`src/hdl/stream_port_pkg.sv`:
```
// Behaviour
// - data field widened to whole bytes
// - padding bits sign or zero extended
// - record aggregated, members padded to widest
// - record with stream member split per member
// - data port never wider than 4096 bits
// - one word per valid-and-ready cycle
// - last marks final transfer; consumer keeps accepting
// - forward mode: data/valid registered, ready combinational
// - reverse mode: only ready registered
// - both mode default, everything registered
// - off mode: no register stage
// - sidebands registered exactly like data
// - packet type: keep, strb, last, user, id, dest
// - zero widths drop user, id, dest
// - without sidebands keep, strb, last remain
// - plain type: only data, valid, ready
// - stream port is one-directional only
package stream_port_pkg;

	// ***************************************************
	// register map
	// ***************************************************
	localparam int ADDR_W = 4;
	localparam logic [3:0] CTRL_OFS = 4'h0;
	localparam logic [3:0] STATUS_OFS = 4'h4;
	localparam logic [3:0] XFER_OFS = 4'h8;
	localparam logic [3:0] PKT_OFS = 4'hC;

	localparam int MODE_LSB = 0;
	localparam int ACT_MODE_LSB = 0;
	localparam int FILL_LSB = 4;
	localparam int OUT_VALID_BIT = 8;
	localparam int IN_READY_BIT = 9;
	localparam int PENDING_BIT = 10;

	// ***************************************************
	// register slice modes
	// ***************************************************
	localparam logic [1:0] MODE_FWD = 2'h0;
	localparam logic [1:0] MODE_REV = 2'h1;
	localparam logic [1:0] MODE_BOTH = 2'h2;
	localparam logic [1:0] MODE_OFF = 2'h3;
	localparam logic [1:0] CTRL_RST = MODE_BOTH;

	localparam int MAX_PORT_W = 4096;

	typedef enum logic [3:0] {
		RM_FWD = 4'h1,
		RM_REV = 4'h2,
		RM_BOTH = 4'h4,
		RM_OFF = 4'h8
	} regmode_e;

	function automatic regmode_e decode_mode(input logic [1:0] code);
		case (code)
			MODE_FWD: decode_mode = RM_FWD;
			MODE_REV: decode_mode = RM_REV;
			MODE_OFF: decode_mode = RM_OFF;
			default: decode_mode = RM_BOTH;
		endcase
	endfunction : decode_mode

endpackage : stream_port_pkg

```
`src/hdl/stream_port_register_slice.sv`:
```
// The register addresses and register access over Avalon-MM were decided locally.
`timescale 1ns/1ps
module stream_port_register_slice import stream_port_pkg::*; #(
	parameter int MEMBERS = 1,
	parameter int MEMBER_W = 12,
	parameter bit SIGNED = 1'b0,
	parameter bit PACKET = 1'b1,
	parameter int USER_W = 1,
	parameter int ID_W = 1,
	parameter int DEST_W = 1,
	localparam int SLOT_W = ((MEMBER_W + 7) / 8) * 8,
	localparam int RAW_W = MEMBERS * SLOT_W,
	localparam int TDATA_W = (RAW_W > MAX_PORT_W) ? MAX_PORT_W : RAW_W,
	localparam int KEEP_W = TDATA_W / 8,
	localparam int UW = (USER_W > 0) ? USER_W : 1,
	localparam int IW = (ID_W > 0) ? ID_W : 1,
	localparam int DW = (DEST_W > 0) ? DEST_W : 1
) (
	input wire logic clock,
	input wire logic srst,
	// register bus
	input wire logic [ADDR_W-1:0] avs_address,
	input wire logic avs_read,
	input wire logic avs_write,
	input wire logic [31:0] avs_writedata,
	input wire logic [3:0] avs_byteenable,
	output logic [31:0] avs_readdata,
	output logic avs_waitrequest,
	// payload side from the synthesized block
	input wire logic [MEMBERS*MEMBER_W-1:0] in_data,
	input wire logic in_valid,
	output logic in_ready,
	input wire logic in_last,
	input wire logic [KEEP_W-1:0] in_keep,
	input wire logic [KEEP_W-1:0] in_strb,
	input wire logic [UW-1:0] in_user,
	input wire logic [IW-1:0] in_id,
	input wire logic [DW-1:0] in_dest,
	// stream side to the consumer
	output logic [TDATA_W-1:0] m_axis_tdata,
	output logic m_axis_tvalid,
	input wire logic m_axis_tready,
	output logic m_axis_tlast,
	output logic [KEEP_W-1:0] m_axis_tkeep,
	output logic [KEEP_W-1:0] m_axis_tstrb,
	output logic [UW-1:0] m_axis_tuser,
	output logic [IW-1:0] m_axis_tid,
	output logic [DW-1:0] m_axis_tdest
);

	// ***************************************************
	// payload packing
	// ***************************************************
	// one record per port; a record holding a stream member is built
	// as one instance of this block per member
	logic [RAW_W-1:0] packed_w;

	genvar m;
	generate
		for (m = 0; m < MEMBERS; m++) begin : g_member
			logic [MEMBER_W-1:0] field;
			assign field = in_data[m*MEMBER_W +: MEMBER_W];
			if (SLOT_W > MEMBER_W) begin : g_pad
				// pad each member to its byte slot, sign or zero fill
				assign packed_w[m*SLOT_W +: SLOT_W] =
					{{(SLOT_W-MEMBER_W){SIGNED & field[MEMBER_W-1]}}, field};
			end else begin : g_exact
				assign packed_w[m*SLOT_W +: SLOT_W] = field;
			end
		end
	endgenerate

	// ***************************************************
	// sideband gating
	// ***************************************************
	logic [TDATA_W-1:0] src_data;
	logic src_last;
	logic [KEEP_W-1:0] src_keep;
	logic [KEEP_W-1:0] src_strb;
	logic [UW-1:0] src_user;
	logic [IW-1:0] src_id;
	logic [DW-1:0] src_dest;

	assign src_data = packed_w[TDATA_W-1:0];
	assign src_last = PACKET ? in_last : 1'b0;
	assign src_keep = PACKET ? in_keep : '0;
	assign src_strb = PACKET ? in_strb : '0;
	assign src_user = (PACKET && USER_W > 0) ? in_user : '0;
	assign src_id = (PACKET && ID_W > 0) ? in_id : '0;
	assign src_dest = (PACKET && DEST_W > 0) ? in_dest : '0;

	// all sidebands travel as data in one entry
	localparam int ENTRY_W = TDATA_W + 2 * KEEP_W + 1 + UW + IW + DW;
	logic [ENTRY_W-1:0] src_entry;
	logic [ENTRY_W-1:0] out_entry;
	assign src_entry = {src_dest, src_id, src_user, src_last, src_strb, src_keep, src_data};

	// ***************************************************
	// control registers
	// ***************************************************
	logic [1:0] mode_r;
	logic [1:0] act_mode_r;
	logic [31:0] xfer_cnt_r;
	logic [31:0] pkt_cnt_r;
	logic ack_r;
	logic [31:0] readdata_r;
	logic [1:0] fill_r;
	regmode_e act_mode;

	assign act_mode = decode_mode(act_mode_r);

	// ***************************************************
	// two-entry slice buffer
	// ***************************************************
	logic [ENTRY_W-1:0] store_r [2];
	logic wr_idx_r;
	logic rd_idx_r;
	logic bypass;
	logic push;
	logic pop;
	logic fill_empty;
	logic fill_full;
	logic out_fire;
	logic in_fire;

	assign fill_empty = (fill_r == 2'h0);
	assign fill_full = (fill_r == 2'h2);

	// reverse and off modes pass data straight through an empty buffer
	assign bypass = fill_empty && (act_mode == RM_REV || act_mode == RM_OFF);

	always_comb begin
		case (act_mode)
			RM_FWD: in_ready = fill_empty || (fill_r == 2'h1 && m_axis_tready);
			RM_REV: in_ready = !fill_full;
			RM_BOTH: in_ready = !fill_full;
			RM_OFF: in_ready = m_axis_tready;
			default: in_ready = !fill_full;
		endcase
	end

	assign in_fire = in_valid && in_ready;
	assign push = in_fire && !(bypass && m_axis_tready);
	assign pop = !fill_empty && m_axis_tready;

	assign m_axis_tvalid = bypass ? in_valid : !fill_empty;
	assign out_entry = bypass ? src_entry : store_r[rd_idx_r];
	assign out_fire = m_axis_tvalid && m_axis_tready;

	assign {m_axis_tdest, m_axis_tid, m_axis_tuser, m_axis_tlast,
		m_axis_tstrb, m_axis_tkeep, m_axis_tdata} = out_entry;

	// stored entries stay put until taken, so output holds while stalled
	always_ff @(posedge clock) begin
		if (push) begin
			store_r[wr_idx_r] <= src_entry;
		end
	end

	always_ff @(posedge clock) begin
		if (srst) begin
			wr_idx_r <= 1'b0;
			rd_idx_r <= 1'b0;
		end else begin
			if (push) begin
				wr_idx_r <= !wr_idx_r;
			end
			if (pop) begin
				rd_idx_r <= !rd_idx_r;
			end
		end
	end

	always_ff @(posedge clock) begin
		if (srst) begin
			fill_r <= 2'h0;
		end else begin
			case ({push, pop})
				2'b10: fill_r <= fill_r + 2'h1;
				2'b01: fill_r <= fill_r - 2'h1;
				default: fill_r <= fill_r;
			endcase
		end
	end

	// ***************************************************
	// mode selection
	// ***************************************************
	// a new mode takes hold only once the buffer has drained and in_valid is low
	always_ff @(posedge clock) begin
		if (srst) begin
			act_mode_r <= CTRL_RST;
		end else if (fill_empty && !in_valid) begin
			act_mode_r <= mode_r;
		end
	end

	// ***************************************************
	// transfer counters
	// ***************************************************
	logic bus_wr;
	logic bus_rd;
	assign bus_wr = avs_write && !ack_r;
	assign bus_rd = avs_read && !ack_r;

	always_ff @(posedge clock) begin
		if (srst) begin
			xfer_cnt_r <= 32'h0;
			pkt_cnt_r <= 32'h0;
		end else if (bus_wr && avs_address == XFER_OFS) begin
			xfer_cnt_r <= 32'h0;
			pkt_cnt_r <= 32'h0;
		end else if (out_fire) begin
			xfer_cnt_r <= xfer_cnt_r + 32'h1;
			if (m_axis_tlast) begin
				pkt_cnt_r <= pkt_cnt_r + 32'h1;
			end
		end
	end

	// ***************************************************
	// register bus slave
	// ***************************************************
	// every access takes one wait state; ack_r marks the answering cycle
	assign avs_waitrequest = (avs_read || avs_write) && !ack_r;
	assign avs_readdata = readdata_r;

	always_ff @(posedge clock) begin
		if (srst) begin
			ack_r <= 1'b0;
		end else begin
			ack_r <= (avs_read || avs_write) && !ack_r;
		end
	end

	always_ff @(posedge clock) begin
		if (srst) begin
			mode_r <= CTRL_RST;
		end else if (bus_wr && avs_address == CTRL_OFS && avs_byteenable[0]) begin
			mode_r <= avs_writedata[MODE_LSB +: 2];
		end
	end

	always_ff @(posedge clock) begin
		if (srst) begin
			readdata_r <= 32'h0;
		end else if (bus_rd) begin
			readdata_r <= 32'h0;
			case (avs_address)
				CTRL_OFS: readdata_r[MODE_LSB +: 2] <= mode_r;
				STATUS_OFS: begin
					readdata_r[ACT_MODE_LSB +: 2] <= act_mode_r;
					readdata_r[FILL_LSB +: 2] <= fill_r;
					readdata_r[OUT_VALID_BIT] <= m_axis_tvalid;
					readdata_r[IN_READY_BIT] <= in_ready;
					readdata_r[PENDING_BIT] <= (mode_r != act_mode_r);
				end
				XFER_OFS: readdata_r <= xfer_cnt_r;
				PKT_OFS: readdata_r <= pkt_cnt_r;
				default: readdata_r <= 32'h0;
			endcase
		end
	end

endmodule : stream_port_register_slice

```
`config.mk`:
```
export PLATFORM = sky130hd
export DESIGN_NAME = stream_port_register_slice
export DESIGN_NICKNAME = d
export VERILOG_FILES = /design/src/hdl/stream_port_pkg.sv /design/src/hdl/stream_port_register_slice.sv
export SDC_FILE = /design/constraint.sdc
export NUM_CORES = 1
export LEC_CHECK = 0
export BUFFER_PORTS_ARGS = -buffer_cell sky130_fd_sc_hd__buf_2
export CAP_MARGIN = 20
export CORE_ASPECT_RATIO = 1.1
export CORE_MARGIN = 2
export CORE_UTILIZATION = 57
export CTS_BUF_LIST = sky130_fd_sc_hd__clkbuf_2 sky130_fd_sc_hd__clkbuf_4 sky130_fd_sc_hd__clkbuf_8
export CTS_CLUSTER_DIAMETER = 40
export DETAILED_ROUTE_END_ITERATION = 6
export PLACE_DENSITY_LB_ADDON = 0.12
export SLEW_MARGIN = 25
export SYNTH_ARGS = -nofsm -noshare
export SYNTH_HDL_FRONTEND = slang
export SYNTH_SLANG_ARGS = --single-unit
```
`constraint.sdc`:
```
create_clock -name clock -period 3.9 [get_ports clock]
set_input_delay 0 -clock clock [delete_from_list [all_inputs] [get_ports clock]]
set_output_delay 0 -clock clock [all_outputs]
set_load 0.005 [all_outputs]
```
**After elaboration in Yosys (flattened, before gate mapping)**

Memory sizes are Yosys's and may differ from the RTL's. A register that Yosys moved wholly into a read port is not among the register bits.
Cells that the tools add are included.

- RAM bits: 40
- Register bits: 105
- Memories kept: 1
- Logic and storage cells: 72

- Reduce and logical (&&, ||, !) cells: 30
- Multiplexer cells: 15
- Eq/ne operators: 13
- Add/sub/neg operators: 4

Memories:

| name | depth | bits a word | rd ports | clocked after Yosys merged registers in | write ports | line | source |
|---|---|---|---|---|---|---|---|
| store_r | 2 | 20 | 1 | 1 | 1 | stream_port_register_slice.sv:115 | `logic [ENTRY_W-1:0] store_r [2];` |

Operators with widths:

| cell | count |
|---|---|
| $add A32 B1 Y32 const B | 2 |
| $pmux W21 S2 | 1 |
| $mux W24 | 1 |
| $logic_and A1 B1 Y1 | 14 |
| $eq A4 B4 Y1 const B | 3 |
| $pmux W2 S2 | 3 |
| $pmux W4 S3 | 1 |
| $pmux W3 S3 | 1 |
| $pmux W2 S4 | 1 |
| $logic_not A1 Y1 | 7 |
| $eq A2 B1 Y1 const B | 3 |
| $eq A2 B2 Y1 const B | 3 |
| $pmux W2 S3 | 1 |
| $mux W1 | 5 |
| $eq A4 B1 Y1 const B | 1 |
| $eq A4 B2 Y1 const B | 1 |
| $eq A4 B3 Y1 const B | 1 |
| $logic_not A2 Y1 | 2 |
| $logic_not A4 Y1 | 1 |
| $logic_or A1 B1 Y1 | 3 |
| $add A2 B1 Y2 const B | 1 |
| $ne A2 B2 Y1 | 1 |
| $pmux W1 S2 | 1 |
| $reduce_and A2 Y1 | 1 |
| 3 further kinds | 3 |

**Logic depth before layout (Yosys ltp)**

- Depth after elaboration: 10
- Depth in mapped cells: 9

**Least setup slack after synthesis**

No wires, ideal clock.

- Kind: reg-to-reg
- From: register act_mode_r[1]
- To: memory store_r[0][0] (netlist bit) (enable)
- Data required time: 3,503 ps
- Clock period less this slack: 2,423 ps
- Setup time: 397 ps
- Buffers on the path: 0
- Cell stages (with the launch flop): 7
- Path slack: 1,477 ps
- Arrival time: 2,026 ps
- Path through: dfxtp_1 -> inv_1 -> ha_1 -> o21a_1 -> nand2_1 -> nand4_1 -> nor2_1

- Word-level cells in the longest chain between the ends: 10
- Elaborated cells on any way between the ends: 16

RTL lines:

| item | line | source |
|---|---|---|
| from (decl) | stream_port_register_slice.sv:102 | `logic [1:0] act_mode_r;` |
| from (signal assigned) | stream_port_register_slice.sv:194 | `act_mode_r <= mode_r;` |
| $eq A2 B2 Y1 (tied with other cells) | stream_port_pkg.sv:56 | `case (code)` |
| $pmux W4 S3 (*) | stream_port_pkg.sv:56 |  |
| $eq A4 B2 Y1 / $eq A4 B4 Y1 (equally long branches) | stream_port_register_slice.sv:130, stream_port_register_slice.sv:133 |  |
| $logic_or A1 B1 Y1 | stream_port_register_slice.sv:130 | `assign bypass = fill_empty && (act_mode == RM_REV \|\| act_mode == RM_OFF);` |
| $logic_and A1 B1 Y1 | stream_port_register_slice.sv:130 |  |
| $logic_and A1 B1 Y1 | stream_port_register_slice.sv:143 | `assign push = in_fire && !(bypass && m_axis_tready);` |
| $logic_not A1 Y1 | stream_port_register_slice.sv:143 |  |
| $logic_and A1 B1 Y1 (*) | stream_port_register_slice.sv:143 |  |
| $mux W1 (*) | stream_port_register_slice.sv:155 | `if (push) begin` |
| $mux W1 (implied by the code) (*) | stream_port_register_slice.sv:156 | `store_r[wr_idx_r] <= src_entry;` |
| to (decl) | stream_port_register_slice.sv:115 |  |

Mark *: on every way between the ends. The rest lies on a longest branch, timed or not.

**Worst setup path after layout**

- From: register act_mode_r[1]
- To: output port m_axis_tlast

- Word-level cells in the longest chain between the ends: 6
- Elaborated cells on any way between the ends: 9

RTL lines:

| item | line | source |
|---|---|---|
| $eq A2 B2 Y1 (tied with other cells) | stream_port_pkg.sv:56 |  |
| $pmux W4 S3 (*) | stream_port_pkg.sv:56 |  |
| $eq A4 B2 Y1 / $eq A4 B4 Y1 (equally long branches) | stream_port_register_slice.sv:130 |  |
| $logic_or A1 B1 Y1 (*) | stream_port_register_slice.sv:130 |  |
| $logic_and A1 B1 Y1 (*) | stream_port_register_slice.sv:130 |  |
| $mux W24 (*) | stream_port_register_slice.sv:147 | `assign out_entry = bypass ? src_entry : store_r[rd_idx_r];` |
| to (decl) | stream_port_register_slice.sv:43 | `output logic m_axis_tlast,` |

Marks and branches as above.

==> flow_summary.json <==
{
  "outcome": "complete, no violations",
  "num-nets-final": 931,
  "yosysWarnings": 0,
  "synth_top_flop_cell": "dfxtp_1",
  "cap_violations": 0,
  "place_area_um2": 7667,
  "htreeDepth": 4,
  "cts_tree": "built",
  "worstHoldStart": "avs_address[1]",
  "synth-edff-count": 40,
  "num_antenna_cells": 0,
  "worst_slack_ps": 1294,
  "arrival_ps": 2610,
  "die_y_um": 121.6,
  "power_frac_comb": 0.191,
  "grt_pass1_vias": 5754,
  "die_w_um": 110.9,
  "critPathLaunchType": "flip-flop",
  "finalMaxSlewViolations": 0,
  "io_pins": 125,
  "reg2reg_slack_ps": 1400,
  "cts_buffers": 17,
  "synth_most_common_cell": "dfxtp_1",
  "vias": 6280,
  "stdcell_area_um2": 8426,
  "final_layout_size_suffix_gt1_frac": 0.1749,
  "r2r_start": "fill_r[0]$_SDFFE_PP0P_",
  "fillers": 966,
  "ys_top_cells_by_count": "106 x dfxtp_1, 80 x nand2_1, 56 x mux2i_1",
  "dp_cells": 960,
  "rsz0062_at_grt": "no",
  "synthesis.area_um2": 7163,
  "rows": 42,
  "yosysTopAreaCell": "dfxtp_1",
  "slew_headroom": 0.3207,
  "p_int_mw": 2.710,
  "port_buffers": 87,
  "drt_iter0_markers": 395,
  "synth_cell_types": 60,
  "switchingPower_mw": 1.044,
  "postCtsSetupRepairBufs": 0,
  "async_flop_share": 0,
  "hp-class": "input port to flip-flop",
  "clockRootBuffer": "clkbuf_8",
  "whs_path_depth": 4,
  "ir_drop_mv": 0.2961,
  "clock_latency_ps": 460,
  "finalSetupViolCount": 0,
  "wl_um": 17840,
  "end_kind": "output pin",
  "fp.coreArea_um2": 12140,
  "syn_inst": 760,
  "final-hold-violation-count": 0,
  "clockPowerShare": 0.349,
  "instances_no_fill": 1023,
  "synth_seq_area_share": 0.4639,
  "dp_slack_ps": 1278,
  "syn_avg_cell_area_um2": 9.425,
  "seq_power_share": 0.460,
  "crit_required_ps": 3900,
  "synth_seq_cells": 146,
  "grt_overflow_total": 0,
  "avgRoutedWirePerCell_um": 17.44,
  "holdWs_ps": 36.13,
  "power.leakage_nw": 3.145,
  "timing.rr.end": "pkt_cnt_r[26]$_SDFFE_PP0P_",
  "track_usage": 0.2619,
  "place.gp.congestion": 0.8572,
  "drt.antenna.violating_nets": 0,
  "antenna_found_initial": 0,
  "worstSetupPathType": "flip-flop to output pin",
  "skew_ps": 11.35,
  "swShare": 0.2780,
  "dp_hpwl_um": 11840,
  "crit_fanout": 14,
  "fin_crit_sh": 0.6682,
  "grt_start_max_net_pins": 67,
  "fmax_mhz": 383.7,
  "viasPerCell": 6.139,
  "start_util": 0.5901,
  "worst_pin_slew_ps": 1015,
  "min_period_ps": 2606,
  "grt_first_pass_wirelength_um": 28280,
  "hold_buffers": 31,
  "drc_errors": 0,
  "clk_pin_slew_worst_paths_ps": 80,
  "cts_resized": 0,
  "p_per_area_nw_per_um2": 445.5,
  "yosysTopAreaCellShare": 0.2962,
  "finalSetupTns_ps": 0,
  "clk_path_buf_depth": 2,
  "area_growth_pct": 17.62,
  "cp-startpoint": "act_mode_r[1]$_SDFFE_PP1P_",
  "dr.pass1.iters": 5,
  "yosys-top-cells-area": "dfxtp_1 30%, edfxtp_1 17%, mux2i_1 7.8%, nand2_1 4.2%, nand2b_1 3.3%",
  "die-area_um2": 13480,
  "clkSinkCount": 146,
  "hold_end": "avs_readdata[1]$_SDFFE_PP0P_",
  "rr_worst_depth": 7
}
[power groups by stage]
| stage | Clock [mW] | Sequential, mW | Combinational, mW |
|---|---|---|---|
| after floorplan | 0 | 1.75 | 0.462 |
| after global placement | 0 | 1.75 | 0.665 |
| after detailed placement | 0 | 1.76 | 0.689 |
| after CTS | 1.33 | 1.73 | 0.713 |
| after global routing | 1.39 | 1.74 | 0.782 |
| final | 1.31 | 1.73 | 0.716 |
[worst max-delay path, stage by stage (launching register included)]
cell and delay [ps]:
dfxtp_1 400, inv_1 100, ha_1 270, o21ai_2 240, mux2i_2 690, inv_1 240, buf_2 210
[layout by cell type (no fill, tap or decap), types with 3 or more instances in the layout]
master	n
ha_1	9
mux2i_1	55
o41ai_1	6
mux2_2	4
a21oi_1	30
buf_2	87
nand3b_1	5
clkbuf_8	19
a22oi_1	3
or4b_1	3
and3_1	7
nand2b_1	38
nor4_1	14
dlygate4sd3_1	31
nand4_1	21
edfxtp_1	40
nor2_1	51
a221oi_1	26
and4_1	8
a211oi_1	4
nand3_1	25
bufinv_16	4
nand2_1	80
buf_4	11
o31ai_1	12
and2_1	7
nor3_1	33
clkbuf_4	3
xor2_1	5
inv_1	15
or3_1	6
o21ai_0	32
dfxtp_1	106
xnor2_1	7
conb_1	4
or4_1	12
[how the worst max path moves through the flow]
stage,to,slack (ps),depth (start not counted)
global route,m_axis_tlast,1170,6
floorplan,store_r[0][0]$_DFFE_PP_,1480,6
detailed placement,pkt_cnt_r[31]$_SDFFE_PP0P_,1280,7
global placement,pkt_cnt_r[31]$_SDFFE_PP0P_,1370,7
finish,m_axis_tlast,1290,6
CTS,pkt_cnt_r[31]$_SDFFE_PP0P_,1280,7
[per-stage QoR]
stage	util	total power [mW]
after detailed placement	0.6316	2.450
after global routing	0.6941	3.908
after CTS	0.6935	3.769
after floorplan	-	2.213
after global placement	0.6316	2.416
final	0.6941	3.754
[flip-flops by register name, indices dropped and copies added (netlist names), named ones only]
register and count:
store_r 40, avs_readdata 32, pkt_cnt_r 32, xfer_cnt_r 32
act_mode_r 2, fill_r 2, mode_r 2, ack_r 1
rd_idx_r 1, wr_idx_r 1
[final cells by class]
type | count | area [µm²] | share of cell area
Sequential cell | 146 | 3323 | 0.3944
Timing Repair Buffer | 129 | 828.3 | 0.09831
Inverter | 16 | 62.56 | 0.007425
Clock inverter | 10 | 156.4 | 0.01856
Multi-Input combinational cell | 546 | 3578 | 0.4247
Tap cell | 154 | 192.7 | 0.02287
Clock buffer | 22 | 284.0 | 0.03371
[logic make-up after synthesis]
logic type	share of synthesized area
XOR/XNOR	0.01467
other	0.0005235
multiplexers	0.08454
AND/OR/NAND/NOR	0.2407
flip-flops	0.4639
AO/OA/AOI/OAI	0.1350
adder cells (fa/ha/maj)	0.01572
buffers and inverters	0.04489
[layer usage]
metal,vias up,global-route usage,part of all wire
li1,3003,-,-
met1,3006,0.3242,0.42
met2,241,0.4406,0.51
met3,30,0.06716,0.061
met4,0,0.1070,0.017
met5,-,0,0
(Power assumes the default switching activity.)
